--- config.mk ---
export PLATFORM = sky130hd
export DESIGN_NAME = acmc_top
export DESIGN_NICKNAME = d
export VERILOG_FILES = /design/src/acmc_pkg.sv /design/src/acmc_sync.sv /design/src/acmc_div.sv /design/src/acmc_top.sv
export SDC_FILE = /design/constraint.sdc
export NUM_CORES = 1
export LEC_CHECK = 0
export BUFFER_PORTS_ARGS = -buffer_cell sky130_fd_sc_hd__clkbuf_2
export CAP_MARGIN = 20
export CORE_ASPECT_RATIO = 0.9
export CORE_UTILIZATION = 44
export CTS_BUF_LIST = sky130_fd_sc_hd__clkbuf_16
export DETAILED_ROUTE_END_ITERATION = 10
export PLACE_DENSITY = 0.64
export REMOVE_ABC_BUFFERS = 1
export SLEW_MARGIN = 40
export SYNTH_ARGS = -nofsm -noshare
export SYNTH_HDL_FRONTEND = slang
export SYNTH_SLANG_ARGS = --single-unit
export TNS_END_PERCENT = 30
--- constraint.sdc ---
create_clock -name clk_sys -period 4.19 [get_ports clk_sys]
set_input_delay 0.838 -clock clk_sys [delete_from_list [all_inputs] [get_ports clk_sys]]
set_output_delay 0.838 -clock clk_sys [all_outputs]
set_load 0.005 [all_outputs]
--- src/acmc_pkg.sv ---
// Package: constants, codes and types for the audio clock mode control block
// Assumes: included before every acmc module
`default_nettype none
package acmc_pkg;

  // ---------------------------------------------------------------------
  // Clock and timing
  // ---------------------------------------------------------------------
  localparam int unsigned CLK_MHZ          = 125;
  localparam int unsigned LOCK_FS_MS       = 160;
  localparam int unsigned LOCK_BCK_MS      = 4;
  localparam int unsigned LOCK_MCK_MS      = 40;
  localparam int unsigned CYC_PER_MS       = CLK_MHZ * 1000;
  localparam int unsigned LOCK_FS_CYC      = LOCK_FS_MS * CYC_PER_MS;
  localparam int unsigned LOCK_BCK_CYC     = LOCK_BCK_MS * CYC_PER_MS;
  localparam int unsigned LOCK_MCK_CYC     = LOCK_MCK_MS * CYC_PER_MS;
  localparam int unsigned ADC_START_FRAMES = 1059;
  localparam int unsigned LOCK_W           = 25;
  localparam int unsigned FRAME_W          = 11;

  // ---------------------------------------------------------------------
  // Reference selector codes
  // ---------------------------------------------------------------------
  localparam logic [3:0] REF_FS_1     = 4'h0;
  localparam logic [3:0] REF_NA_1     = 4'h1;
  localparam logic [3:0] REF_BCK_32   = 4'h2;
  localparam logic [3:0] REF_BCK_64   = 4'h3;
  localparam logic [3:0] REF_MCK_12   = 4'h6;
  localparam logic [3:0] REF_MCK_24   = 4'h7;
  localparam logic [3:0] REF_MCK_13P5 = 4'hc;
  localparam logic [3:0] REF_MCK_27   = 4'hd;

  // ---------------------------------------------------------------------
  // Output ratio codes and divider halves (in divider ticks, 512 per frame clock period)
  // ---------------------------------------------------------------------
  localparam logic [1:0] MCO_256 = 2'h0;
  localparam logic [1:0] MCO_128 = 2'h1;
  localparam logic [1:0] MCO_64  = 2'h2;
  localparam logic [1:0] MCO_32  = 2'h3;

  localparam logic [9:0] HALF_FS   = 10'h100;
  localparam logic [9:0] HALF_B32  = 10'h008;
  localparam logic [9:0] HALF_B64  = 10'h004;
  localparam logic [9:0] HALF_M256 = 10'h001;

  // ---------------------------------------------------------------------
  // Types
  // ---------------------------------------------------------------------
  typedef enum logic [1:0] {ACMC_EXT_SLAVE, ACMC_EXT_MASTER, ACMC_PLL_SLAVE,
                            ACMC_PLL_MASTER} acmc_mode_t;

  typedef enum logic [1:0] {ACMC_SRC_NONE, ACMC_SRC_FS, ACMC_SRC_BCK,
                            ACMC_SRC_MCK} acmc_src_t;

  typedef enum logic [1:0] {ACMC_PLL_OFF, ACMC_PLL_WAIT, ACMC_PLL_LOCKED,
                            ACMC_PLL_BAD} acmc_pll_t;

endpackage : acmc_pkg
`default_nettype wire

--- src/acmc_sync.sv ---
// Three-stage pin synchroniser with second/third agreement
// Assumes: input is asynchronous to clk_sys
`timescale 1ns/1ps
`default_nettype none
module acmc_sync (
  // Clock and reset
  input  wire logic clk_sys,
  input  wire logic rst_b,
  input  wire logic clk_en,
  // Pin and result
  input  wire logic pin_in,
  output logic      level_q
);

  logic [2:0] stage_q;
  logic [2:0] stage_d;
  logic       level_d;

  // ---------------------------------------------------------------------
  // Next values
  // ---------------------------------------------------------------------
  always_comb
  begin
    stage_d = {stage_q[1:0], pin_in};
    level_d = level_q;
    if (stage_q[2] == stage_q[1])
    begin
      level_d = stage_q[2];
    end
  end

  always_ff @(posedge clk_sys)
  begin
    if (!rst_b)
    begin
      stage_q <= 3'h0;
      level_q <= 1'b0;
    end
    else if (clk_en)
    begin
      stage_q <= stage_d;
      level_q <= level_d;
    end
  end

endmodule // acmc_sync
`default_nettype wire

--- src/acmc_div.sv ---
// Toggle divider driven by a tick, with enable and forced low
// Assumes: tick is one clk_sys cycle wide
`timescale 1ns/1ps
`default_nettype none
module acmc_div #(
  parameter int unsigned W = 10
) (
  // Clock and reset
  input  wire logic         clk_sys,
  input  wire logic         rst_b,
  input  wire logic         clk_en,
  // Control
  input  wire logic         run,
  input  wire logic         tick,
  input  wire logic [W-1:0] half,
  // Output
  output logic              clk_q,
  output logic              rise
);

  logic [W-1:0] cnt_q;
  logic [W-1:0] cnt_d;
  logic         clk_d;

  always_comb
  begin
    cnt_d = cnt_q;
    clk_d = clk_q;
    rise  = 1'b0;
    if (!run)
    begin
      cnt_d = '0;
      clk_d = 1'b0;
    end
    else if (tick)
    begin
      if (cnt_q + W'(1) >= half)
      begin
        cnt_d = '0;
        clk_d = ~clk_q;
        rise  = ~clk_q;
      end
      else
      begin
        cnt_d = cnt_q + W'(1);
      end
    end
  end

  always_ff @(posedge clk_sys)
  begin
    if (!rst_b)
    begin
      cnt_q <= '0;
      clk_q <= 1'b0;
    end
    else if (clk_en)
    begin
      cnt_q <= cnt_d;
      clk_q <= clk_d;
    end
  end

endmodule // acmc_div
`default_nettype wire

--- src/acmc_top.sv ---
// Clock mode control: mode select, PLL lock model, clock pins, ADC start
// Assumes: registers sit behind a plain strobe port; pins synchronised here
//
// Chosen here: the address map and the address-and-strobe port.
`timescale 1ns/1ps
`default_nettype none
module acmc_top #(
  parameter int unsigned LOCK_FS_CYCLES  = acmc_pkg::LOCK_FS_CYC,
  parameter int unsigned LOCK_BCK_CYCLES = acmc_pkg::LOCK_BCK_CYC,
  parameter int unsigned LOCK_MCK_CYCLES = acmc_pkg::LOCK_MCK_CYC,
  parameter int unsigned TICK_DIV        = 16
) (
  // Clock and reset
  input  wire logic       clk_sys,
  input  wire logic       rst_b,
  input  wire logic       clk_en,
  input  wire logic       power_down_n,
  // Register port
  input  wire logic [3:0] reg_addr,
  input  wire logic [7:0] reg_wdata,
  input  wire logic       reg_wr,
  input  wire logic       reg_rd,
  output logic      [7:0] reg_rdata,
  // Clock pins
  input  wire logic       frame_clock_in,
  output logic            frame_clock_out,
  output logic            frame_clock_oe_n,
  input  wire logic       bit_clock_in,
  output logic            bit_clock_out,
  output logic            bit_clock_oe_n,
  input  wire logic       master_clock_in,
  output logic            master_clock_out,
  // Status
  output logic            serial_data_out_valid
);

  // ---------------------------------------------------------------------
  // Register offsets and fields
  // ---------------------------------------------------------------------
  localparam logic [3:0] A_POWER  = 4'h0;
  localparam logic [3:0] A_MODE   = 4'h1;
  localparam logic [3:0] A_RATE   = 4'h2;
  localparam logic [3:0] A_STATUS = 4'h3;
  localparam int B_PLL = 0;
  localparam int B_MS  = 1;
  localparam int B_MCE = 2;
  localparam int B_BCR = 3;
  localparam int B_VCM = 0;
  localparam int B_ADL = 1;
  localparam int B_ADR = 2;
  localparam int B_DAC = 3;

  // ---------------------------------------------------------------------
  // Registers
  // ---------------------------------------------------------------------
  logic       rst_ok;
  logic [3:0] pwr_q, pwr_d;
  logic [3:0] mode_q, mode_d;
  logic [3:0] ref_q, ref_d;
  logic [3:0] rate_q, rate_d;
  logic [1:0] mco_q, mco_d;
  logic [7:0] rdata_d;
  logic       locked;
  acmc_pkg::acmc_mode_t cur_mode;

  assign rst_ok = rst_b & power_down_n;

  always_comb
  begin
    pwr_d   = pwr_q;
    mode_d  = mode_q;
    ref_d   = ref_q;
    rate_d  = rate_q;
    mco_d   = mco_q;
    rdata_d = 8'h00;
    if (reg_wr)
    begin
      if (reg_addr == A_POWER)
      begin
        pwr_d = reg_wdata[3:0];
      end
      else if (reg_addr == A_MODE)
      begin
        mode_d = reg_wdata[3:0];
        mco_d  = reg_wdata[5:4];
      end
      else if (reg_addr == A_RATE)
      begin
        ref_d  = reg_wdata[3:0];
        rate_d = reg_wdata[7:4];
      end
    end
    if (reg_rd)
    begin
      if (reg_addr == A_POWER)
      begin
        rdata_d = {4'h0, pwr_q};
      end
      else if (reg_addr == A_MODE)
      begin
        rdata_d = {2'h0, mco_q, mode_q};
      end
      else if (reg_addr == A_RATE)
      begin
        rdata_d = {rate_q, ref_q};
      end
      else if (reg_addr == A_STATUS)
      begin
        rdata_d = {3'h0, serial_data_out_valid, locked, mode_q[B_MS], cur_mode};
      end
    end
  end

  // ---------------------------------------------------------------------
  // Mode decode
  // ---------------------------------------------------------------------
  acmc_pkg::acmc_src_t  src;
  logic                 pll_on, master, pll_mode;

  function automatic acmc_pkg::acmc_src_t ref_decode(input logic [3:0] code);
    case (code)
      acmc_pkg::REF_FS_1:     ref_decode = acmc_pkg::ACMC_SRC_FS;
      acmc_pkg::REF_BCK_32,
      acmc_pkg::REF_BCK_64:   ref_decode = acmc_pkg::ACMC_SRC_BCK;
      acmc_pkg::REF_MCK_12,
      acmc_pkg::REF_MCK_24,
      acmc_pkg::REF_MCK_13P5,
      acmc_pkg::REF_MCK_27:   ref_decode = acmc_pkg::ACMC_SRC_MCK;
      default:                ref_decode = acmc_pkg::ACMC_SRC_NONE;
    endcase
  endfunction

  always_comb
  begin
    pll_on   = mode_q[B_PLL];
    master   = mode_q[B_MS];
    pll_mode = pll_on;
    src      = ref_decode(ref_q);
    case ({pll_on, master})
      2'b11:   cur_mode = acmc_pkg::ACMC_PLL_MASTER;
      2'b10:   cur_mode = acmc_pkg::ACMC_PLL_SLAVE;
      2'b01:   cur_mode = acmc_pkg::ACMC_EXT_MASTER;
      default: cur_mode = acmc_pkg::ACMC_EXT_SLAVE;
    endcase
  end

  // ---------------------------------------------------------------------
  // Pin synchronisers
  // ---------------------------------------------------------------------
  logic fs_s, bck_s, mck_s, fs_prev_q;

  acmc_sync u_sync_fs (.clk_sys(clk_sys), .rst_b(rst_ok), .clk_en(clk_en),
                       .pin_in(frame_clock_in), .level_q(fs_s));
  acmc_sync u_sync_bck (.clk_sys(clk_sys), .rst_b(rst_ok), .clk_en(clk_en),
                        .pin_in(bit_clock_in), .level_q(bck_s));
  acmc_sync u_sync_mck (.clk_sys(clk_sys), .rst_b(rst_ok), .clk_en(clk_en),
                        .pin_in(master_clock_in), .level_q(mck_s));

  // ---------------------------------------------------------------------
  // PLL lock model
  // ---------------------------------------------------------------------
  acmc_pkg::acmc_pll_t     pll_q, pll_d;
  logic [acmc_pkg::LOCK_W-1:0] lock_cnt_q, lock_cnt_d, lock_lim;
  logic [3:0]              ref_prev_q;
  logic [3:0]              rate_prev_q;
  logic                    retune;

  always_comb
  begin
    case (src)
      acmc_pkg::ACMC_SRC_FS:  lock_lim = acmc_pkg::LOCK_W'(LOCK_FS_CYCLES);
      acmc_pkg::ACMC_SRC_BCK: lock_lim = acmc_pkg::LOCK_W'(LOCK_BCK_CYCLES);
      default:                lock_lim = acmc_pkg::LOCK_W'(LOCK_MCK_CYCLES);
    endcase
    retune     = (ref_prev_q != ref_q) || (rate_prev_q != rate_q);
    pll_d      = pll_q;
    lock_cnt_d = lock_cnt_q;
    case (pll_q)
      acmc_pkg::ACMC_PLL_OFF:
      begin
        lock_cnt_d = '0;
        if (pll_on)
        begin
          pll_d = acmc_pkg::ACMC_PLL_WAIT;
        end
      end
      acmc_pkg::ACMC_PLL_WAIT:
      begin
        lock_cnt_d = lock_cnt_q + acmc_pkg::LOCK_W'(1);
        if (src == acmc_pkg::ACMC_SRC_NONE)
        begin
          pll_d = acmc_pkg::ACMC_PLL_BAD;
        end
        else if (lock_cnt_d >= lock_lim)
        begin
          pll_d = acmc_pkg::ACMC_PLL_LOCKED;
        end
      end
      acmc_pkg::ACMC_PLL_LOCKED:
      begin
        if (retune)
        begin
          pll_d      = acmc_pkg::ACMC_PLL_WAIT;
          lock_cnt_d = '0;
        end
      end
      default:
      begin
        lock_cnt_d = '0;
        if (src != acmc_pkg::ACMC_SRC_NONE)
        begin
          pll_d = acmc_pkg::ACMC_PLL_WAIT;
        end
      end
    endcase
    if (!pll_on)
    begin
      pll_d      = acmc_pkg::ACMC_PLL_OFF;
      lock_cnt_d = '0;
    end
  end

  assign locked = (pll_q == acmc_pkg::ACMC_PLL_LOCKED);

  // ---------------------------------------------------------------------
  // Clock generation: ticks from the master clock input or clk_sys
  // ---------------------------------------------------------------------
  logic [7:0] tick_cnt_q, tick_cnt_d;
  logic       mck_prev_q, tick, gen_run, mco_run, fs_gen, bck_gen, mco_gen;
  logic [9:0] bck_half, mco_half;
  logic       fs_rise_gen;

  always_comb
  begin
    tick_cnt_d = tick_cnt_q;
    tick       = 1'b0;
    if (pll_mode)
    begin
      tick_cnt_d = tick_cnt_q + 8'h01;
      if (tick_cnt_q >= 8'(TICK_DIV - 1))
      begin
        tick_cnt_d = 8'h00;
        tick       = 1'b1;
      end
    end
    else
    begin
      tick = mck_s & ~mck_prev_q;
    end
    bck_half = mode_q[B_BCR] ? acmc_pkg::HALF_B64 : acmc_pkg::HALF_B32;
    case (mco_q)
      acmc_pkg::MCO_256: mco_half = acmc_pkg::HALF_M256;
      acmc_pkg::MCO_128: mco_half = 10'(acmc_pkg::HALF_M256 << 1);
      acmc_pkg::MCO_64:  mco_half = acmc_pkg::HALF_B64;
      default:           mco_half = acmc_pkg::HALF_B32;
    endcase
    gen_run = master && (pll_on ? locked : pwr_q[B_VCM] | (|pwr_q[3:1]));
    mco_run = mode_q[B_MCE] && (locked || (master && !pll_on));
  end

  acmc_div u_div_fs (.clk_sys(clk_sys), .rst_b(rst_ok), .clk_en(clk_en),
                     .run(gen_run), .tick(tick), .half(acmc_pkg::HALF_FS),
                     .clk_q(fs_gen), .rise(fs_rise_gen));
  acmc_div u_div_bck (.clk_sys(clk_sys), .rst_b(rst_ok), .clk_en(clk_en),
                      .run(gen_run), .tick(tick), .half(bck_half),
                      .clk_q(bck_gen), .rise());
  acmc_div u_div_mco (.clk_sys(clk_sys), .rst_b(rst_ok), .clk_en(clk_en),
                      .run(mco_run), .tick(tick), .half(mco_half),
                      .clk_q(mco_gen), .rise());

  // ---------------------------------------------------------------------
  // ADC start count on frame clock rises
  // ---------------------------------------------------------------------
  logic [acmc_pkg::FRAME_W-1:0] frame_cnt_q, frame_cnt_d;
  logic                         adc_on, fs_rise, valid_d;

  always_comb
  begin
    adc_on      = pwr_q[B_ADL] | pwr_q[B_ADR];
    fs_rise     = master ? fs_rise_gen : (fs_s & ~fs_prev_q);
    frame_cnt_d = frame_cnt_q;
    valid_d     = serial_data_out_valid;
    if (!adc_on)
    begin
      frame_cnt_d = '0;
      valid_d     = 1'b0;
    end
    else if (fs_rise && !serial_data_out_valid)
    begin
      frame_cnt_d = frame_cnt_q + acmc_pkg::FRAME_W'(1);
      if (frame_cnt_d == acmc_pkg::FRAME_W'(acmc_pkg::ADC_START_FRAMES))
      begin
        valid_d = 1'b1;
      end
    end
  end

  // ---------------------------------------------------------------------
  // State registers
  // ---------------------------------------------------------------------
  always_ff @(posedge clk_sys)
  begin
    if (!rst_ok)
    begin
      pwr_q                 <= 4'h0;
      mode_q                <= 4'h0;
      ref_q                 <= acmc_pkg::REF_FS_1;
      rate_q                <= 4'h0;
      mco_q                 <= acmc_pkg::MCO_256;
      reg_rdata             <= 8'h00;
      pll_q                 <= acmc_pkg::ACMC_PLL_OFF;
      lock_cnt_q            <= '0;
      ref_prev_q            <= 4'h0;
      rate_prev_q           <= 4'h0;
      tick_cnt_q            <= 8'h00;
      mck_prev_q            <= 1'b0;
      fs_prev_q             <= 1'b0;
      frame_cnt_q           <= '0;
      serial_data_out_valid <= 1'b0;
    end
    else if (clk_en)
    begin
      pwr_q                 <= pwr_d;
      mode_q                <= mode_d;
      ref_q                 <= ref_d;
      rate_q                <= rate_d;
      mco_q                 <= mco_d;
      reg_rdata             <= rdata_d;
      pll_q                 <= pll_d;
      lock_cnt_q            <= lock_cnt_d;
      ref_prev_q            <= ref_q;
      rate_prev_q           <= rate_q;
      tick_cnt_q            <= tick_cnt_d;
      mck_prev_q            <= mck_s;
      fs_prev_q             <= fs_s;
      frame_cnt_q           <= frame_cnt_d;
      serial_data_out_valid <= valid_d;
    end
  end

  // ---------------------------------------------------------------------
  // Pin drive
  // ---------------------------------------------------------------------
  assign frame_clock_out  = fs_gen;
  assign bit_clock_out    = bck_gen;
  assign frame_clock_oe_n = ~master;
  assign bit_clock_oe_n   = ~master;
  assign master_clock_out = mco_gen;

  // ---------------------------------------------------------------------
  // Assertions
  // ---------------------------------------------------------------------
  property p_slave_tristate;
    @(posedge clk_sys) disable iff (!rst_ok)
    !mode_q[B_MS] |-> (frame_clock_oe_n && bit_clock_oe_n);
  endproperty
  a_slave_tristate: assert property (p_slave_tristate)
    else $error("Slave mode drives clock pins");

  property p_mco_off;
    @(posedge clk_sys) disable iff (!rst_ok)
    !mode_q[B_MCE] |=> !master_clock_out;
  endproperty
  a_mco_off: assert property (p_mco_off)
    else $error("Master clock out not low when disabled");

  property p_prelock_low;
    @(posedge clk_sys) disable iff (!rst_ok)
    (pll_on && pll_q == acmc_pkg::ACMC_PLL_WAIT) |=> (!frame_clock_out && !bit_clock_out);
  endproperty
  a_prelock_low: assert property (p_prelock_low)
    else $error("Clocks toggle before lock");

  property p_bad_nolock;
    @(posedge clk_sys) disable iff (!rst_ok)
    (src == acmc_pkg::ACMC_SRC_NONE) |=> !locked;
  endproperty
  a_bad_nolock: assert property (p_bad_nolock)
    else $error("Locked with unsupported selector");

  property p_reset_slave;
    @(posedge clk_sys)
    !rst_ok |=> (cur_mode == acmc_pkg::ACMC_EXT_SLAVE);
  endproperty
  a_reset_slave: assert property (p_reset_slave)
    else $error("Not slave after reset");

  property p_mode_map;
    @(posedge clk_sys) disable iff (!rst_ok)
    (mode_q[B_PLL] && mode_q[B_MS]) |-> (cur_mode == acmc_pkg::ACMC_PLL_MASTER);
  endproperty
  a_mode_map: assert property (p_mode_map)
    else $error("Mode decode wrong");

  property p_valid_needs_adc;
    @(posedge clk_sys) disable iff (!rst_ok)
    (!pwr_q[B_ADL] && !pwr_q[B_ADR]) |=> !serial_data_out_valid;
  endproperty
  a_valid_needs_adc: assert property (p_valid_needs_adc)
    else $error("Data valid without ADC power");

  property p_valid_count;
    @(posedge clk_sys) disable iff (!rst_ok)
    $rose(serial_data_out_valid) |->
      (frame_cnt_q == acmc_pkg::FRAME_W'(acmc_pkg::ADC_START_FRAMES));
  endproperty
  a_valid_count: assert property (p_valid_count)
    else $error("Data valid at wrong frame count");

  property p_lock_time;
    @(posedge clk_sys) disable iff (!rst_ok)
    $rose(locked) |-> (lock_cnt_q >= lock_lim - acmc_pkg::LOCK_W'(1));
  endproperty
  a_lock_time: assert property (p_lock_time)
    else $error("Lock before time");

  c_lock: cover property (@(posedge clk_sys) disable iff (!rst_ok) $rose(locked));
  c_valid: cover property (@(posedge clk_sys) disable iff (!rst_ok)
    $rose(serial_data_out_valid));
  c_master: cover property (@(posedge clk_sys) disable iff (!rst_ok) $rose(frame_clock_out));

endmodule // acmc_top
`default_nettype wire

==> results list <==
* Status: complete, no violations
* LEAKAGE: 2.908 nW
- Count of mapped cells out of synthesis: 830
- The min-delay analysis places its worst path in the category flop to flop.
- Detailed-placement wirelength estimate: 10,710 um
- CP endpoint kind: flop
- For this design the top-level I/O count stands at 35.
* Total grt overflow: 0
- Area leader, netlist: dfxtp_1
* Area of the core: 14,980 um2
* Worst Path Max Fanout: 6
* Count of max-cap constraint violations: 0
* Synth Register Bits: 124
- The final number of hold-violating endpoints was 0.
- Synthesis instantiated 64 different standard cells from the library.
* Setup skew after layout: 7.302 ps
- Final worst-path cycle share: 81.37%
- Number of buffers inserted for hold repair after clock tree synthesis: 0
- Combinational family with the most area after synthesis: simple AND/OR/NAND/NOR gates
- TritonCTS Buffers: 17
- Top post-synthesis cells by area: dfxtp_1 36%, mux2i_1 6.7%, ha_1 6.2%, nor2_1 5.1%, a21oi_1 4.5%
- FF/Latch Area: 2482 um2
* Count of vias placed by the detailed router: 5,911
- Fill cells in the final layout number 1,456.
- The critical path is of the flop to flop type.
- Of the total synthesized cell area, the portion taken by AND, OR, NAND and NOR gates is 25.20%.
* Number of nets in the final layout: 902
* Antenna diode count: 0
- Area Overhead vs Synth: 13.15%
- Input and output buffers added on the ports amount to 33.
- XOR/XNOR Fraction of Synth Area: 5.737%
- Setup repair after global routing left no endpoint under its margin.
* Fraction of synthesized area in multiplexers: 7.030%
- Yosys printed 0 warnings.
- Among all flip-flop cells after synthesis, the most frequent one is dfxtp_1.
* Number of global-route vias before repair: 5,355
- Number of enable-type register cells in the synthesized netlist: 0
- Leaving out fill and tap cells, the most frequent cell in the layout is dfxtp_1.
- Mapped Avg Cell Area: 8.278 um2
- Clock network fraction of design power: 53.5%
- PwrDens: 353.0 nW/um2
* TritonCTS clock tree: done
- Adder-cell area share of the yosys netlist: 6.192%
* Leading cell types in the layout, fill and taps excluded: 124 x dfxtp_1, 94 x nor2_1, 64 x nand2_1
* Largest net degree at the start of global routing: 36
- Total Wirelength: 15,620 um
* Sequential cell area fraction in the yosys report: 36.13%
* First-pass GRT wire length: 26,970 um
- Area fraction in compound gates after synthesis: 16.19%
* Root buf cell: clkbuf_16
- Starting density of the core: 45.87%
- For this run, design rule violations remaining after detail routing come to 0.
- The multi-input combinational cells in the finished layout cover a total of 4169 um2.
* Maximum number of buffers from clock root to sink: 2
- Die span in x: 133.7 um
- Sequential Power Share: 43.1%
- Endpoints failing setup: 0
- Global routing consumed, over all layers together, 20.87% of the routing resources.
* Relative contribution of combinational cells to total power: 3.4%
* Internal power: 2.130 mW
* Required time of the critical path: 4510 ps
* Clk Latency, worst-skew pair: 420 ps
* Fraction of final layout cells with drive strength greater than 1: 9.767%
- Post-CTS resize count: 0
* Y dimension of the die: 120.5 um
* FMAX: 0.2933 GHz
- Of all flip-flops after synthesis, the portion carrying an async set or reset was 0%.
- For this run, the detailed router's first-pass iteration total came to 4.
- The count of nets left with antenna violations once routing finished came out at 0.
- After detailed routing, the average wire length per cell comes to 14.76 um.
- Share of the synthesized area in the top cell type: 36.13%
- STA classifies the critical path startpoint as a flop.
* Worst IR drop on VDD: 0.3610 mV
- Minimum hold slack: 455.6 ps
* Total negative slack: 0 ps
- Final GP Congestion: 0.8182
- The max-slew violation count came to 0.
- In this run the core area contains 42 standard-cell rows.
* Per-cell via count in the routed design: 5.587
- The worst path in the final design needs a cycle of 3410 ps, including I/O delays and setup.
* Cell area after synthesis: 6870 um2
- For this design, the sink count on the clock tree is 124.
- The die covers 16,120 um2.
- H-tree levels: 4
- Clock slew seen by the registers of the worst setup and hold paths: 60 ps
- Net switching is 22.38% of the power.
- Summed over all nets, the switching power comes to 0.6140 mW.
* Starting DRT DRC Count: 278
* Transition at the pin with the smallest max-transition slack: 812.8 ps
- Number of antenna violations at the first check in global routing: 0
* CP Data Arrival Time: 3730 ps
- In this run the tightest slew margin relative to its limit is 45.40%.
- The number of setup buffers added after CTS is 0.
==> metal layers <==
layer	vias to the layer above	global-route usage, %	share of wire [%]
li1	3047	-	-
met1	2738	30.82	53
met2	109	29.47	41
met3	17	5.157	4.4
met4	0	6.250	1.1
met5	-	0	0
==> registers in the layout (all words and copies together) (netlist names), 3 cells and up <==
name / count
u_div_mco.cnt_q: 10
ref_q: 4
u_div_fs.cnt_q: 10
rate_prev_q: 4
mode_q: 4
tick_cnt_q: 8
u_div_bck.cnt_q: 10
frame_cnt_q: 11
rate_q: 4
reg_rdata: 8
lock_cnt_q: 25
u_sync_fs.stage_q: 3
ref_prev_q: 4
pwr_q: 4
u_sync_mck.stage_q: 3
==> metrics by stage <==
stage          cells  power (mW)  util, %  area [um2]  worst slack (ps)
3_3_place_gp    1026       1.302    47.98        7186             842.1
3_5_place_dp    1026       1.302    47.98        7186             803.4
4_1_cts         1058       2.762    51.86        7767             776.5
6_report        1058       2.744    51.90        7774             780.4
5_1_grt         1058       2.838    51.90        7774             443.9
2_1_floorplan    787       1.255        -        6696             940.1
==> Yosys cell counts (22+ instances only) <==
cell	count
a21oi_1	62
and3_1	22
clkbuf_1	28
dfxtp_1	124
ha_1	34
mux2i_1	46
nand2_1	65
nand3_1	36
nor2_1	94
nor3_1	22
o21ai_0	41
xnor2_1	23
xor2_1	22
==> critical path, stage by stage (launching register included) <==
cell and delay, ps:
dfxtp_1 410, ha_1 280, nand4_1 270, nor3_1 540
nand3_1 190, xnor2_1 160, ha_1 300, nand4_1 110
nor3_1 270, o2111ai_1 140, o2111ai_1 240, o21ai_0 130
a31o_2 260
==> worst paths after layout <==
path                                     from            to  slack (ps)  depth (start not counted)
worst min-delay path             reg_rdata[1]  reg_rdata[1]         460                          2
worst max-delay path            lock_cnt_q[0]      pll_q[0]         780                         12
worst min register to register   reg_rdata[1]  reg_rdata[1]         460                          2
worst max register to register  lock_cnt_q[0]      pll_q[0]         780                         12
==> cell families after synthesis <==
kind of cell | after synthesis
and+or+nand+nor | 340
muxes | 48
adders and majority gates | 34
buffers and inverters | 61
DFF | 124
xor gates and xnor gates | 45
AOI/OAI and AO/OA | 178
==> cell type report <==
cell class | count | share of cell area [%]
well taps | 198 | 3.187
repair buffers | 41 | 2.897
flip-flops and latches | 124 | 31.93
clock inverters | 15 | 2.012
inverters | 18 | 0.8691
clock buffers | 17 | 5.472
multi-input cells | 645 | 53.63
==> power by group through the flow <==
stage | logic (mW) | clock network, mW | registers, mW
floorplan | 0.0464 | 0 | 1.21
global placement | 0.0931 | 0 | 1.21
detailed placement | 0.0930 | 0 | 1.21
CTS | 0.0934 | 1.48 | 1.18
global route | 0.103 | 1.55 | 1.18
finish | 0.0938 | 1.47 | 1.18
No activity file was read; power rests on OpenSTA's default activity.
